--- config.mk ---
export PLATFORM = sky130hd
export DESIGN_NAME = usbdx_core
export DESIGN_NICKNAME = d
export VERILOG_FILES = /design/src/hdl/usbdx_pkg.sv /design/src/hdl/usbdx_ep_decode.sv /design/src/hdl/usbdx_core.sv
export SDC_FILE = /design/constraint.sdc
export NUM_CORES = 1
export LEC_CHECK = 0
export BUFFER_PORTS_ARGS = -buffer_cell sky130_fd_sc_hd__buf_2
export CORE_MARGIN = 2
export CORE_UTILIZATION = 41
export DETAILED_ROUTE_END_ITERATION = 12
export PLACE_DENSITY = 0.74
export SYNTH_ARGS = -nofsm -noshare
export SYNTH_HDL_FRONTEND = slang
export SYNTH_HIERARCHICAL = 1
export SYNTH_SLANG_ARGS = --single-unit
export TNS_END_PERCENT = 10
--- constraint.sdc ---
create_clock -name clk_i -period 3.3 [get_ports clk_i]
set_input_delay 0.33 -clock clk_i [delete_from_list [all_inputs] [get_ports clk_i]]
set_output_delay 0.33 -clock clk_i [all_outputs]
set_load 0.005 [all_outputs]
--- src/hdl/usbdx_pkg.sv ---
// Package: register map, field layout and endpoint constants of the USB transceiver control
package usbdx_pkg;
    localparam int unsigned ADDR_W = 8;                        // AXI address width
    localparam logic [ADDR_W-1:0] XCN_OFFS = 8'h00;            // Transceiver control
    localparam logic [ADDR_W-1:0] STAT_OFFS = 8'h04;           // VBUS status; line levels read back in control
    localparam logic [7:0] XCN_RESET = 8'h00;                  // All off after reset
    localparam logic [7:0] XCN_WMASK = 8'hF8;                  // Bits 2..0 read only
    localparam int unsigned PREN_BIT = 7;                      // Pull-up enable
    localparam int unsigned PHYEN_BIT = 6;                     // Transceiver enable
    localparam int unsigned SPEED_BIT = 5;                     // 1 full, 0 low speed
    localparam int unsigned TST_HI = 4;                        // Test mode field
    localparam int unsigned TST_LO = 3;
    localparam int unsigned DFREC_BIT = 2;                     // Differential receiver
    localparam int unsigned DP_BIT = 1;                        // D+ level
    localparam int unsigned DN_BIT = 0;                        // D- level
    localparam int unsigned VBUS_BIT = 0;                      // Status: VBUS present
    localparam logic [1:0] TST_NORMAL = 2'h0;                  // Normal operation
    localparam logic [1:0] TST_J = 2'h1;                       // Drive D+ high, D- low
    localparam logic [1:0] TST_K = 2'h2;                       // Drive D+ low, D- high
    localparam logic [1:0] TST_SE0 = 2'h3;                     // Drive both low
    localparam logic [1:0] RESP_OKAY = 2'h0;                   // AXI OKAY
    localparam logic [1:0] RESP_SLVERR = 2'h2;                 // AXI SLVERR, unmapped
    localparam int unsigned NUM_PIPES = 8;                     // Pipe count
    localparam logic [3:0] EP_MAX = 4'h3;                      // Highest endpoint number
    localparam logic [7:0] ADDR_IN_FLAG = 8'h80;               // IN direction flag
    typedef enum logic [1:0] {
        USBDX_WS_IDLE = 2'b01,
        USBDX_WS_RESP = 2'b10
    } usbdx_wstate_t;
endpackage

--- src/hdl/usbdx_ep_decode.sv ---
// Endpoint token decoder: pipe index and protocol address for a token
`timescale 1ns/100ps
module usbdx_ep_decode (
    input wire logic [3:0] ep_i,
    input wire logic dir_in_i,
    output logic hit_o,
    output logic [2:0] pipe_o,
    output logic [7:0] addr_o
);
    import usbdx_pkg::*;

    // Only endpoints 0..3 exist; both directions exist on each
    always_comb begin
        hit_o = (ep_i <= EP_MAX);
        pipe_o = {ep_i[1:0], dir_in_i};
        // Endpoint zero answers at 0x00 either way
        if (ep_i == 4'h0) begin
            addr_o = 8'h00;
        end else if (dir_in_i) begin
            addr_o = ADDR_IN_FLAG | {4'h0, ep_i};
        end else begin
            addr_o = {4'h0, ep_i};
        end
    end
endmodule

--- src/hdl/usbdx_core.sv ---
// Top: AXI4-Lite transceiver control register, pull-up steering, test drive, token decode
//
// Decided for this implementation: the AXI4-Lite interface to the registers and the placing of the registers.
`timescale 1ns/100ps
module usbdx_core (
    input wire logic clk_i,
    input wire logic rstn_i,
    input wire logic [usbdx_pkg::ADDR_W-1:0] s_axi_awaddr,
    input wire logic s_axi_awvalid,
    output logic s_axi_awready,
    input wire logic [31:0] s_axi_wdata,
    input wire logic [3:0] s_axi_wstrb,
    input wire logic s_axi_wvalid,
    output logic s_axi_wready,
    output logic [1:0] s_axi_bresp,
    output logic s_axi_bvalid,
    input wire logic s_axi_bready,
    input wire logic [usbdx_pkg::ADDR_W-1:0] s_axi_araddr,
    input wire logic s_axi_arvalid,
    output logic s_axi_arready,
    output logic [31:0] s_axi_rdata,
    output logic [1:0] s_axi_rresp,
    output logic s_axi_rvalid,
    input wire logic s_axi_rready,
    input wire logic vbus_i,
    input wire logic dp_i,
    input wire logic dn_i,
    output logic dp_o,
    output logic dp_oe_o,
    output logic dn_o,
    output logic dn_oe_o,
    output logic pullup_dp_o,
    output logic pullup_dn_o,
    output logic xcvr_en_o,
    output logic full_speed_o,
    input wire logic token_valid_i,
    input wire logic [3:0] token_ep_i,
    input wire logic token_dir_in_i,
    output logic ep_hit_o,
    output logic [2:0] ep_pipe_o,
    output logic [7:0] ep_addr_o
);
    import usbdx_pkg::*;

    // Offset match, shared by the write and read paths
    function automatic logic [1:0] reg_sel(input logic [ADDR_W-1:0] a);
        reg_sel = {a == STAT_OFFS, a == XCN_OFFS};
    endfunction

    ////////////////////////////////////////////////////////////////////////////////
    // Pin synchronisers
    logic [2:0] pin_s1_q;                                      // First stage only
    logic [2:0] pin_s2_q;                                      // VBUS, D+, D- safe
    logic vbus_q;
    logic dp_q;
    logic dn_q;

    // Two flops before any logic sees a pin
    always_ff @(posedge clk_i or negedge rstn_i) begin
        if (!rstn_i) begin
            pin_s1_q <= 3'h0;
            pin_s2_q <= 3'h0;
        end else begin
            pin_s1_q <= {vbus_i, dp_i, dn_i};
            pin_s2_q <= pin_s1_q;
        end
    end
    assign vbus_q = pin_s2_q[2];
    assign dp_q = pin_s2_q[1];
    assign dn_q = pin_s2_q[0];

    ////////////////////////////////////////////////////////////////////////////////
    // AXI write channel
    usbdx_wstate_t ws_q;
    logic aw_got_q;                                            // Address held
    logic w_got_q;                                             // Data held
    logic [ADDR_W-1:0] awaddr_q;
    logic [7:0] wdata_q;
    logic wstrb0_q;
    logic [7:0] xcn_q;                                         // Control register
    logic wr_do;                                               // Commit this cycle
    logic [1:0] wr_sel;                                        // Decoded write target

    assign s_axi_awready = (ws_q == USBDX_WS_IDLE) && !aw_got_q;
    assign s_axi_wready = (ws_q == USBDX_WS_IDLE) && !w_got_q;
    assign wr_do = (ws_q == USBDX_WS_IDLE) && aw_got_q && w_got_q;
    // Named net: a bit-select straight on a function call is not legal
    assign wr_sel = reg_sel(awaddr_q);

    // Address and data may come in either order
    always_ff @(posedge clk_i or negedge rstn_i) begin
        if (!rstn_i) begin
            ws_q <= USBDX_WS_IDLE;
            aw_got_q <= 1'b0;
            w_got_q <= 1'b0;
            awaddr_q <= '0;
            wdata_q <= 8'h00;
            wstrb0_q <= 1'b0;
            s_axi_bvalid <= 1'b0;
            s_axi_bresp <= RESP_OKAY;
        end else begin
            case (ws_q)
                USBDX_WS_IDLE: begin
                    if (s_axi_awvalid && s_axi_awready) begin
                        aw_got_q <= 1'b1;
                        awaddr_q <= s_axi_awaddr;
                    end
                    if (s_axi_wvalid && s_axi_wready) begin
                        w_got_q <= 1'b1;
                        wdata_q <= s_axi_wdata[7:0];
                        wstrb0_q <= s_axi_wstrb[0];
                    end
                    // Both halves in: answer next cycle
                    if (wr_do) begin
                        aw_got_q <= 1'b0;
                        w_got_q <= 1'b0;
                        s_axi_bvalid <= 1'b1;
                        s_axi_bresp <= (reg_sel(awaddr_q) != 2'b00) ? RESP_OKAY : RESP_SLVERR;
                        ws_q <= USBDX_WS_RESP;
                    end
                end
                USBDX_WS_RESP: begin
                    // Hold response until the master takes it
                    if (s_axi_bready) begin
                        s_axi_bvalid <= 1'b0;
                        ws_q <= USBDX_WS_IDLE;
                    end
                end
                default: begin
                    ws_q <= USBDX_WS_IDLE;
                    s_axi_bvalid <= 1'b0;
                end
            endcase
        end
    end

    // Control register; status is read only, so writes there are dropped
    always_ff @(posedge clk_i or negedge rstn_i) begin
        if (!rstn_i) begin
            xcn_q <= XCN_RESET;
        end else if (wr_do && wr_sel[0] && wstrb0_q) begin
            xcn_q <= wdata_q & XCN_WMASK;
        end
    end

    ////////////////////////////////////////////////////////////////////////////////
    // AXI read channel
    logic [7:0] xcn_rd;                                        // Live view with line bits

    assign xcn_rd = {xcn_q[PREN_BIT:TST_LO], dp_q & ~dn_q, dp_q, dn_q};
    assign s_axi_arready = !s_axi_rvalid;

    // One read in flight; answer one cycle after the address is taken
    always_ff @(posedge clk_i or negedge rstn_i) begin
        if (!rstn_i) begin
            s_axi_rvalid <= 1'b0;
            s_axi_rdata <= 32'h0000_0000;
            s_axi_rresp <= RESP_OKAY;
        end else if (s_axi_arvalid && s_axi_arready) begin
            s_axi_rvalid <= 1'b1;
            case (reg_sel(s_axi_araddr))
                2'b01: begin
                    s_axi_rdata <= {24'h00_0000, xcn_rd};
                    s_axi_rresp <= RESP_OKAY;
                end
                2'b10: begin
                    s_axi_rdata <= {31'h0000_0000, vbus_q};
                    s_axi_rresp <= RESP_OKAY;
                end
                default: begin
                    s_axi_rdata <= 32'h0000_0000;
                    s_axi_rresp <= RESP_SLVERR;
                end
            endcase
        end else if (s_axi_rready) begin
            s_axi_rvalid <= 1'b0;
        end
    end

    ////////////////////////////////////////////////////////////////////////////////
    // Transceiver pins
    logic [1:0] tst;
    assign tst = xcn_q[TST_HI:TST_LO];

    // Registered so the pins never glitch on a register write
    always_ff @(posedge clk_i or negedge rstn_i) begin
        if (!rstn_i) begin
            pullup_dp_o <= 1'b0;
            pullup_dn_o <= 1'b0;
            xcvr_en_o <= 1'b0;
            full_speed_o <= 1'b0;
            dp_o <= 1'b0;
            dn_o <= 1'b0;
            dp_oe_o <= 1'b0;
            dn_oe_o <= 1'b0;
        end else begin
            // Pull-up follows speed, gated by VBUS
            pullup_dp_o <= xcn_q[PREN_BIT] & xcn_q[SPEED_BIT] & vbus_q;
            pullup_dn_o <= xcn_q[PREN_BIT] & ~xcn_q[SPEED_BIT] & vbus_q;
            xcvr_en_o <= xcn_q[PHYEN_BIT];
            full_speed_o <= xcn_q[SPEED_BIT];
            // Test drive only with the transceiver on; normal data belongs to the engine
            dp_oe_o <= xcn_q[PHYEN_BIT] && (tst != TST_NORMAL);
            dn_oe_o <= xcn_q[PHYEN_BIT] && (tst != TST_NORMAL);
            dp_o <= (tst == TST_J);
            dn_o <= (tst == TST_K);
        end
    end

    ////////////////////////////////////////////////////////////////////////////////
    // Token decode: device side only, the block never issues tokens
    logic dec_hit;
    logic [2:0] dec_pipe;
    logic [7:0] dec_addr;

    usbdx_ep_decode u_dec (
        .ep_i(token_ep_i),
        .dir_in_i(token_dir_in_i),
        .hit_o(dec_hit),
        .pipe_o(dec_pipe),
        .addr_o(dec_addr)
    );

    // Answer only tokens that name a pipe we own
    always_ff @(posedge clk_i or negedge rstn_i) begin
        if (!rstn_i) begin
            ep_hit_o <= 1'b0;
            ep_pipe_o <= 3'h0;
            ep_addr_o <= 8'h00;
        end else begin
            ep_hit_o <= token_valid_i && dec_hit && xcn_q[PHYEN_BIT];
            ep_pipe_o <= dec_pipe;
            ep_addr_o <= dec_addr;
        end
    end

    ////////////////////////////////////////////////////////////////////////////////
    // Checks
    property p_pullup_vbus;
        @(posedge clk_i) disable iff (!rstn_i)
        !vbus_q |=> !pullup_dp_o && !pullup_dn_o;
    endproperty
    a_pullup_vbus: assert property (p_pullup_vbus) else $error("pull-up without VBUS");

    property p_full_dp;
        @(posedge clk_i) disable iff (!rstn_i)
        xcn_q[PREN_BIT] && xcn_q[SPEED_BIT] && vbus_q |=> pullup_dp_o && !pullup_dn_o;
    endproperty
    a_full_dp: assert property (p_full_dp) else $error("full speed pull-up wrong");

    property p_low_dn;
        @(posedge clk_i) disable iff (!rstn_i)
        xcn_q[PREN_BIT] && !xcn_q[SPEED_BIT] && vbus_q |=> pullup_dn_o && !pullup_dp_o;
    endproperty
    a_low_dn: assert property (p_low_dn) else $error("low speed pull-up wrong");

    property p_ctrl_write;
        @(posedge clk_i) disable iff (!rstn_i)
        wr_do && awaddr_q == XCN_OFFS && wstrb0_q |=> ##1
            xcvr_en_o == $past(wdata_q[PHYEN_BIT], 2) && full_speed_o == $past(wdata_q[SPEED_BIT], 2);
    endproperty
    a_ctrl_write: assert property (p_ctrl_write) else $error("control write lost");

    property p_test_drive;
        @(posedge clk_i) disable iff (!rstn_i)
        xcn_q[PHYEN_BIT] && tst == TST_SE0 |=> dp_oe_o && dn_oe_o && !dp_o && !dn_o;
    endproperty
    a_test_drive: assert property (p_test_drive) else $error("test drive wrong");

    property p_no_hit;
        @(posedge clk_i) disable iff (!rstn_i)
        token_ep_i > EP_MAX |=> !ep_hit_o;
    endproperty
    a_no_hit: assert property (p_no_hit) else $error("answered unknown endpoint");

    property p_ep0_addr;
        @(posedge clk_i) disable iff (!rstn_i)
        ep_hit_o && ep_pipe_o[2:1] == 2'h0 |-> ep_addr_o == 8'h00;
    endproperty
    a_ep0_addr: assert property (p_ep0_addr) else $error("endpoint zero address wrong");

    property p_in_addr;
        @(posedge clk_i) disable iff (!rstn_i)
        ep_hit_o && ep_pipe_o[2:1] != 2'h0 |->
            ep_addr_o == ({ep_pipe_o[0], 7'h00} | {6'h00, ep_pipe_o[2:1]});
    endproperty
    a_in_addr: assert property (p_in_addr) else $error("endpoint address wrong");

    property p_bvalid_hold;
        @(posedge clk_i) disable iff (!rstn_i)
        s_axi_bvalid && !s_axi_bready |=> s_axi_bvalid && $stable(s_axi_bresp);
    endproperty
    a_bvalid_hold: assert property (p_bvalid_hold) else $error("write response dropped");

    c_full_attach: cover property (@(posedge clk_i) disable iff (!rstn_i) pullup_dp_o);
    c_low_attach: cover property (@(posedge clk_i) disable iff (!rstn_i) pullup_dn_o);
    c_in_token: cover property (@(posedge clk_i) disable iff (!rstn_i) ep_hit_o && ep_addr_o[7]);
    c_unmapped: cover property (@(posedge clk_i) disable iff (!rstn_i)
        s_axi_rvalid && s_axi_rresp == RESP_SLVERR);
endmodule

# Word-level counts from Yosys, hierarchy flattened

Index checks and enable logic that the tools add are counted.

Bitwise operators: 7
Magnitude comparators: 1
Equality and inequality tests: 10
Muxes and demuxes: 17
Reductions and logical operators: 30

Operators with widths:

| operator                                                                          | number |
|---|---|
| 8-bit by 3-bit equality test with 1-bit output (second input constant)            | 2 |
| 8-bit logical NOT                                                                 | 2 |
| 8-bit 2-to-1 mux                                                                  | 2 |
| 8-bit one-hot mux with 2 select lines                                             | 1 |
| 1-bit logical AND                                                                 | 12 |
| 2-bit AND reduction                                                               | 6 |
| 2-bit nonzero test                                                                | 5 |
| 1-bit 2-to-1 mux                                                                  | 8 |
| 2-bit 2-to-1 mux                                                                  | 4 |
| 2-bit by 1-bit equality test with 1-bit output (second input constant)            | 3 |
| 2-bit equality test (second input constant)                                       | 3 |
| 1-bit bitwise AND                                                                 | 5 |
| 4-bit by 2-bit less-or-equal comparator with 1-bit output (second input constant) | 1 |
| 4-bit logical NOT                                                                 | 1 |
| 2-bit != test (second input constant)                                             | 2 |
| 2-bit one-hot mux with 2 select lines                                             | 1 |
| 1-bit logical NOT                                                                 | 3 |
| 1-bit inverter                                                                    | 2 |
| 1-bit one-hot mux with 2 select lines                                             | 1 |
| 2-bit OR reduction                                                                | 1 |

Bits of input ports: 68
Register bits after elaboration: 89
Word-level logic and storage cells: 89

# Longest topological paths before layout

Word-level depth: 5
Depth in mapped cells: 6

# Cells and area by module

The synthesis kept the hierarchy.

Modules (own cells, without submodules):

| module          | cells an instance | area an instance (um^2) | times used |
|---|---|---|---|
| usbdx_core      | 173               | 2311.0                  | 1 |
| usbdx_ep_decode | 13                | 78.8                    | 1 |

# Worst setup path before layout

OpenSTA, ideal clock, no wires.

Path kind: register -> register
From: register awaddr_q[5]
To: register xcn_q[3]
Cell stages (with the launch flop): 5
Period minus slack after synthesis: 1938 ps
Data arrival time: 1813 ps
Setup slack: 1362 ps
Setup time: 125 ps
Data required time: 3175 ps
Path through: dfrtp_1 > or4_4 > or4_4 > buf_6 > mux2_4

Word-level cells in the longest chain between the ends: 3

RTL lines:

| item                           | RTL line          | source |
|---|---|---|
| from (decl)                    | usbdx_core.sv:77  | `logic [ADDR_W-1:0] awaddr_q;` |
| from (signal assigned)         | usbdx_core.sv:106 | `awaddr_q <= s_axi_awaddr;` |
| 8-bit logical NOT              | usbdx_core.sv:47  | `reg_sel = {a == STAT_OFFS, a == XCN_OFFS};` |
| 1-bit logical AND (2 in a row) | usbdx_core.sv:141 | `end else if (wr_do && wr_sel[0] && wstrb0_q) begin` |
| to (signal assigned)           | usbdx_core.sv:142 | `xcn_q <= wdata_q & XCN_WMASK;` |
| to (decl)                      | usbdx_core.sv:80  | `logic [7:0] xcn_q;` |

No other way between the ends.
A chain may end at the register's enable or synchronous reset.

# Final worst setup path

From: register awaddr_q[5]
To: register xcn_q[5]

The elaborated chain is that of the path after synthesis.

==> qor_table.md <==
| Metric | Value |
|---|---|
| Total clock buffers created by CTS | 9 |
| CP endpoint kind | flop |
| Fraction of the mapped netlist area in simple logic gates | 0.09634 |
| Metal1 wirelength | 1.683 mm |
| Pwr/cell area | 695.4 mW/mm2 |
| Number of register bits inferred by synthesis | 59 |
| Post-Synthesis Cell Area | 0.002390 mm2 |
| Final Skew | 0.004551 ns |
| Core region area | 0.005574 mm2 |
| Setup Buffers After CTS | 0 |
| Synth top area share | 0.6073 |
| Type of the worst setup path | flop to flop |
| Synthesized area per cell | 12.85 um2 |
| LEAKAGE | 1.518 nW |
| Hold Slack | 0.1165 ns |
| Critical path data arrival time | 2.14 ns |
| Sum of net half-perimeters after detailed placement | 2.866 mm |
| Die footprint | 0.006455 mm2 |
| Clock latency reported for the late side of the worst-skew pair | 0.31 ns |
| Post-CTS Resized | 0 |
| Area grow syn2layout | 20.63% |
| Final period utilization | 0.5872 |
| Number of slew-limit violations in the final report | 0 |
| Width of the die | 80.35 um |
| H-tree levels | 3 |
| WL per Instance | 11.48 um |
| Number of enable-type register cells in the synthesized netlist | 0 |
| Fraction of the mapped netlist area in compound gates | 0.04241 |
| Synthesized-area fraction occupied by xor and xnor cells | 0 |
| CP Launch Type | flop |
| Post-Synth Adder-Cell Area | 0.01047 |
| Cell count after synthesis | 186 |
| Share of synthesized area spent on multiplexers | 0.1021 |
| Final design area excluding fillers | 0.002883 mm2 |
| Cell count of the worst reg-to-reg path | 3 |
| Placer Congestion | 0.7879 |
| Initial core utilization | 0.4287 |
| Path class of the lowest-slack min-delay path | input pin to flop |
| Number of warnings reported in the yosys synthesis log | 6 |
| Number of diodes | 0 |
| Topmost layer with routed signal wires | met4 |
| Measured slew at the worst slew-check pin | 1.045 ns |
| RSZ-0062 raised after global routing | false |
| Worst supply voltage drop on vdd | 437.0 uV |
| 1st-iter DRT viols | 41 |
| Cell Area, Placed | 0.002668 mm2 |
| Leading area contributor after synthesis | sky130_fd_sc_hd__dfrtp_1 |
| Global-route total usage across every layer | 0.1307 |
| Number of top-level design ports | 129 |
| Maximum number of pins on one net before global-route repair | 51 |
| Number of failing hold endpoints at the final stage | 0 |
| Timing-limited maximum frequency | 516.1 MHz |
| Leading register cell type out of synthesis | sky130_fd_sc_hd__dfrtp_1 |
| Num rows | 27 |
| Worst-path clk slew | 0.06 ns |
| Antenna violations before repair | 0 |
| Via density per instance | 4.316 |
| Top-count cell post-synth | sky130_fd_sc_hd__dfrtp_1 |
| Ranking of synthesized cells by instance count | sky130_fd_sc_hd__dfrtp_1 (58), sky130_fd_sc_hd__buf_4 (33), sky130_fd_sc_hd__nand2_1 (17), sky130_fd_sc_hd__mux2_2 (15), sky130_fd_sc_hd__o21ai_0 (8) |
| Post-synth cell types | 31 |
| Non-filler instance count after layout | 332 |
| Amount of wire on met2 after detailed routing | 1.811 mm |
| Main area contributors after synthesis | sky130_fd_sc_hd__dfrtp_1 (61%), sky130_fd_sc_hd__buf_4 (10%), sky130_fd_sc_hd__mux2_2 (7.1%), sky130_fd_sc_hd__mux2_4 (3.1%), sky130_fd_sc_hd__nand2_1 (2.7%) |
| Routed Antenna Nets | 0 |
| Root cell of the clock tree | sky130_fd_sc_hd__clkbuf_8 |
| Reported max-cap violation count | 0 |
| Maximum root-to-sink buffer count | 2 |
| Cell count of the worst hold path | 1 |
| Status | finished clean |
| Fraction of layout instances using a drive strength above 1 | 0.4308 |
| Quantity of I/O buffers inserted on ports | 72 |
| TritonCTS clock tree | done |
| Dominant combinational cell family by area after synthesis | buffers and inverters |
| Total instance count after detailed placement | 318 |
| WL met3 | 287 um |
| Overflow left after global routing | 0 |
| Async SR Flop Fraction | 1.000 |
| Detailed-routing iteration count for the pre-antenna-repair pass | 4 |
| Number of vias after detailed routing | 1433 |
| Residual DRC | 0 |
| Total negative slack | 0 ns |
| Setup Slack @ Placement | 1.359 ns |
| Sequential share of the synthesized area | 0.6183 |
| Final net count | 327 |
| Max FO, Critical Path | 5 |
| Worst max-slew margin expressed relative to the limit | 0.3032 |
| Worst setup margin | 1.362 ns |
| Final period demand of the worst path | 1.938 ns |
| Setup violations, final | 0 |
| Overall routed net length | 3.813 mm |
| Global-route wire length before repair | 6.313 mm |
| Count of hold-fix buffers inserted at cts | 0 |
| Die extent in y | 80.35 um |
| CTS sink cnt | 59 |
| Number of global-route vias before repair | 1416 |
| Required arrival time at the worst endpoint | 3.50 ns |
==> layout by cell type, fill, tap and decap left out, types with 2 or more instances in the layout <==
cell / instances
sky130_fd_sc_hd__bufinv_16: 2
sky130_fd_sc_hd__and3_1: 2
sky130_fd_sc_hd__nor2_1: 6
sky130_fd_sc_hd__conb_1: 29
sky130_fd_sc_hd__dfrtp_1: 58
sky130_fd_sc_hd__ha_1: 2
sky130_fd_sc_hd__nor3b_2: 2
sky130_fd_sc_hd__nor2b_1: 2
sky130_fd_sc_hd__clkbuf_8: 11
sky130_fd_sc_hd__inv_1: 6
sky130_fd_sc_hd__o21ai_0: 8
sky130_fd_sc_hd__mux2_2: 15
sky130_fd_sc_hd__nand3_1: 2
sky130_fd_sc_hd__buf_2: 72
sky130_fd_sc_hd__mux2_4: 5
sky130_fd_sc_hd__or4_4: 2
sky130_fd_sc_hd__nand2b_1: 3
sky130_fd_sc_hd__nand2_1: 17
sky130_fd_sc_hd__o21a_1: 2
==> metal layers <==
layer,vias to the layer above,track usage
met5,-,0
met4,0,0.08305
met3,2,0.04944
met2,58,0.1933
met1,680,0.1596
li1,693,-
==> state kept, by name (all words and copies together) (netlist names), 3 cells and up <==
register     cells
pin_s2_q         3
s_axi_rdata      8
pin_s1_q         3
ep_addr_o        8
awaddr_q         8
ep_pipe_o        3
xcn_q            5
wdata_q          5
==> per-stage QoR <==
stage / total power [mW] / utilization
finish: 2.005 / 0.5172
detailed placement: 1.321 / 0.4786
floorplan: 1.218 / -
global route: 2.133 / 0.5172
global placement: 1.302 / 0.4786
CTS: 2.041 / 0.5172
==> worst paths after layout <==
| path | slack [ns] | startpoint | endpoint |
|---|---|---|---|
| max | 1.36 | awaddr_q[5] | xcn_q[5] |
| min reg2reg | 0.35 | pin_s1_q[2] | pin_s2_q[2] |
| max reg2reg | 1.36 | awaddr_q[5] | xcn_q[5] |
| min in group asynchronous | 0.21 | rstn_i | s_axi_bvalid |
| min | 0.12 | dn_i | pin_s1_q[0] |
| max in group asynchronous | 2.35 | rstn_i | s_axi_rdata[5] |
==> power breakdown <==
part           internal [mW]  switching, mW  total [mW]
combinational          0.195          0.142       0.337
clock                  0.459          0.248       0.706
sequential             0.871         0.0905       0.962
==> kinds of logic (layout without fill, tap and decap cells) <==
| kind of cell | count (synthesis) | count (layout) |
|---|---|---|
| fa+ha+maj | 2 | 2 |
| compound gates | 16 | 16 |
| flops | 59 | 59 |
| mux | 20 | 20 |
| buf+inv | 46 | 93 |
| simple gates | 41 | 41 |
| other cells | 2 | 29 |
==> worst max-delay path, cell delays in order, from the launching register on <==
cell                      delay, ns
sky130_fd_sc_hd__dfrtp_1       0.37
sky130_fd_sc_hd__or4_4         0.54
sky130_fd_sc_hd__or4_4         0.59
sky130_fd_sc_hd__mux2_4        0.32
==> area by class of cell <==
class / instances / area [um2]
multi-input cells: 108 / 709.4
fillers: 498 / 2691
clock buffers: 12 / 155.1
well taps: 72 / 90.09
repair buffers: 73 / 367.9
flip-flops and latches: 59 / 1478
inverters: 6 / 22.52
clock inverters: 2 / 60.06
(Power assumes the default switching activity.)
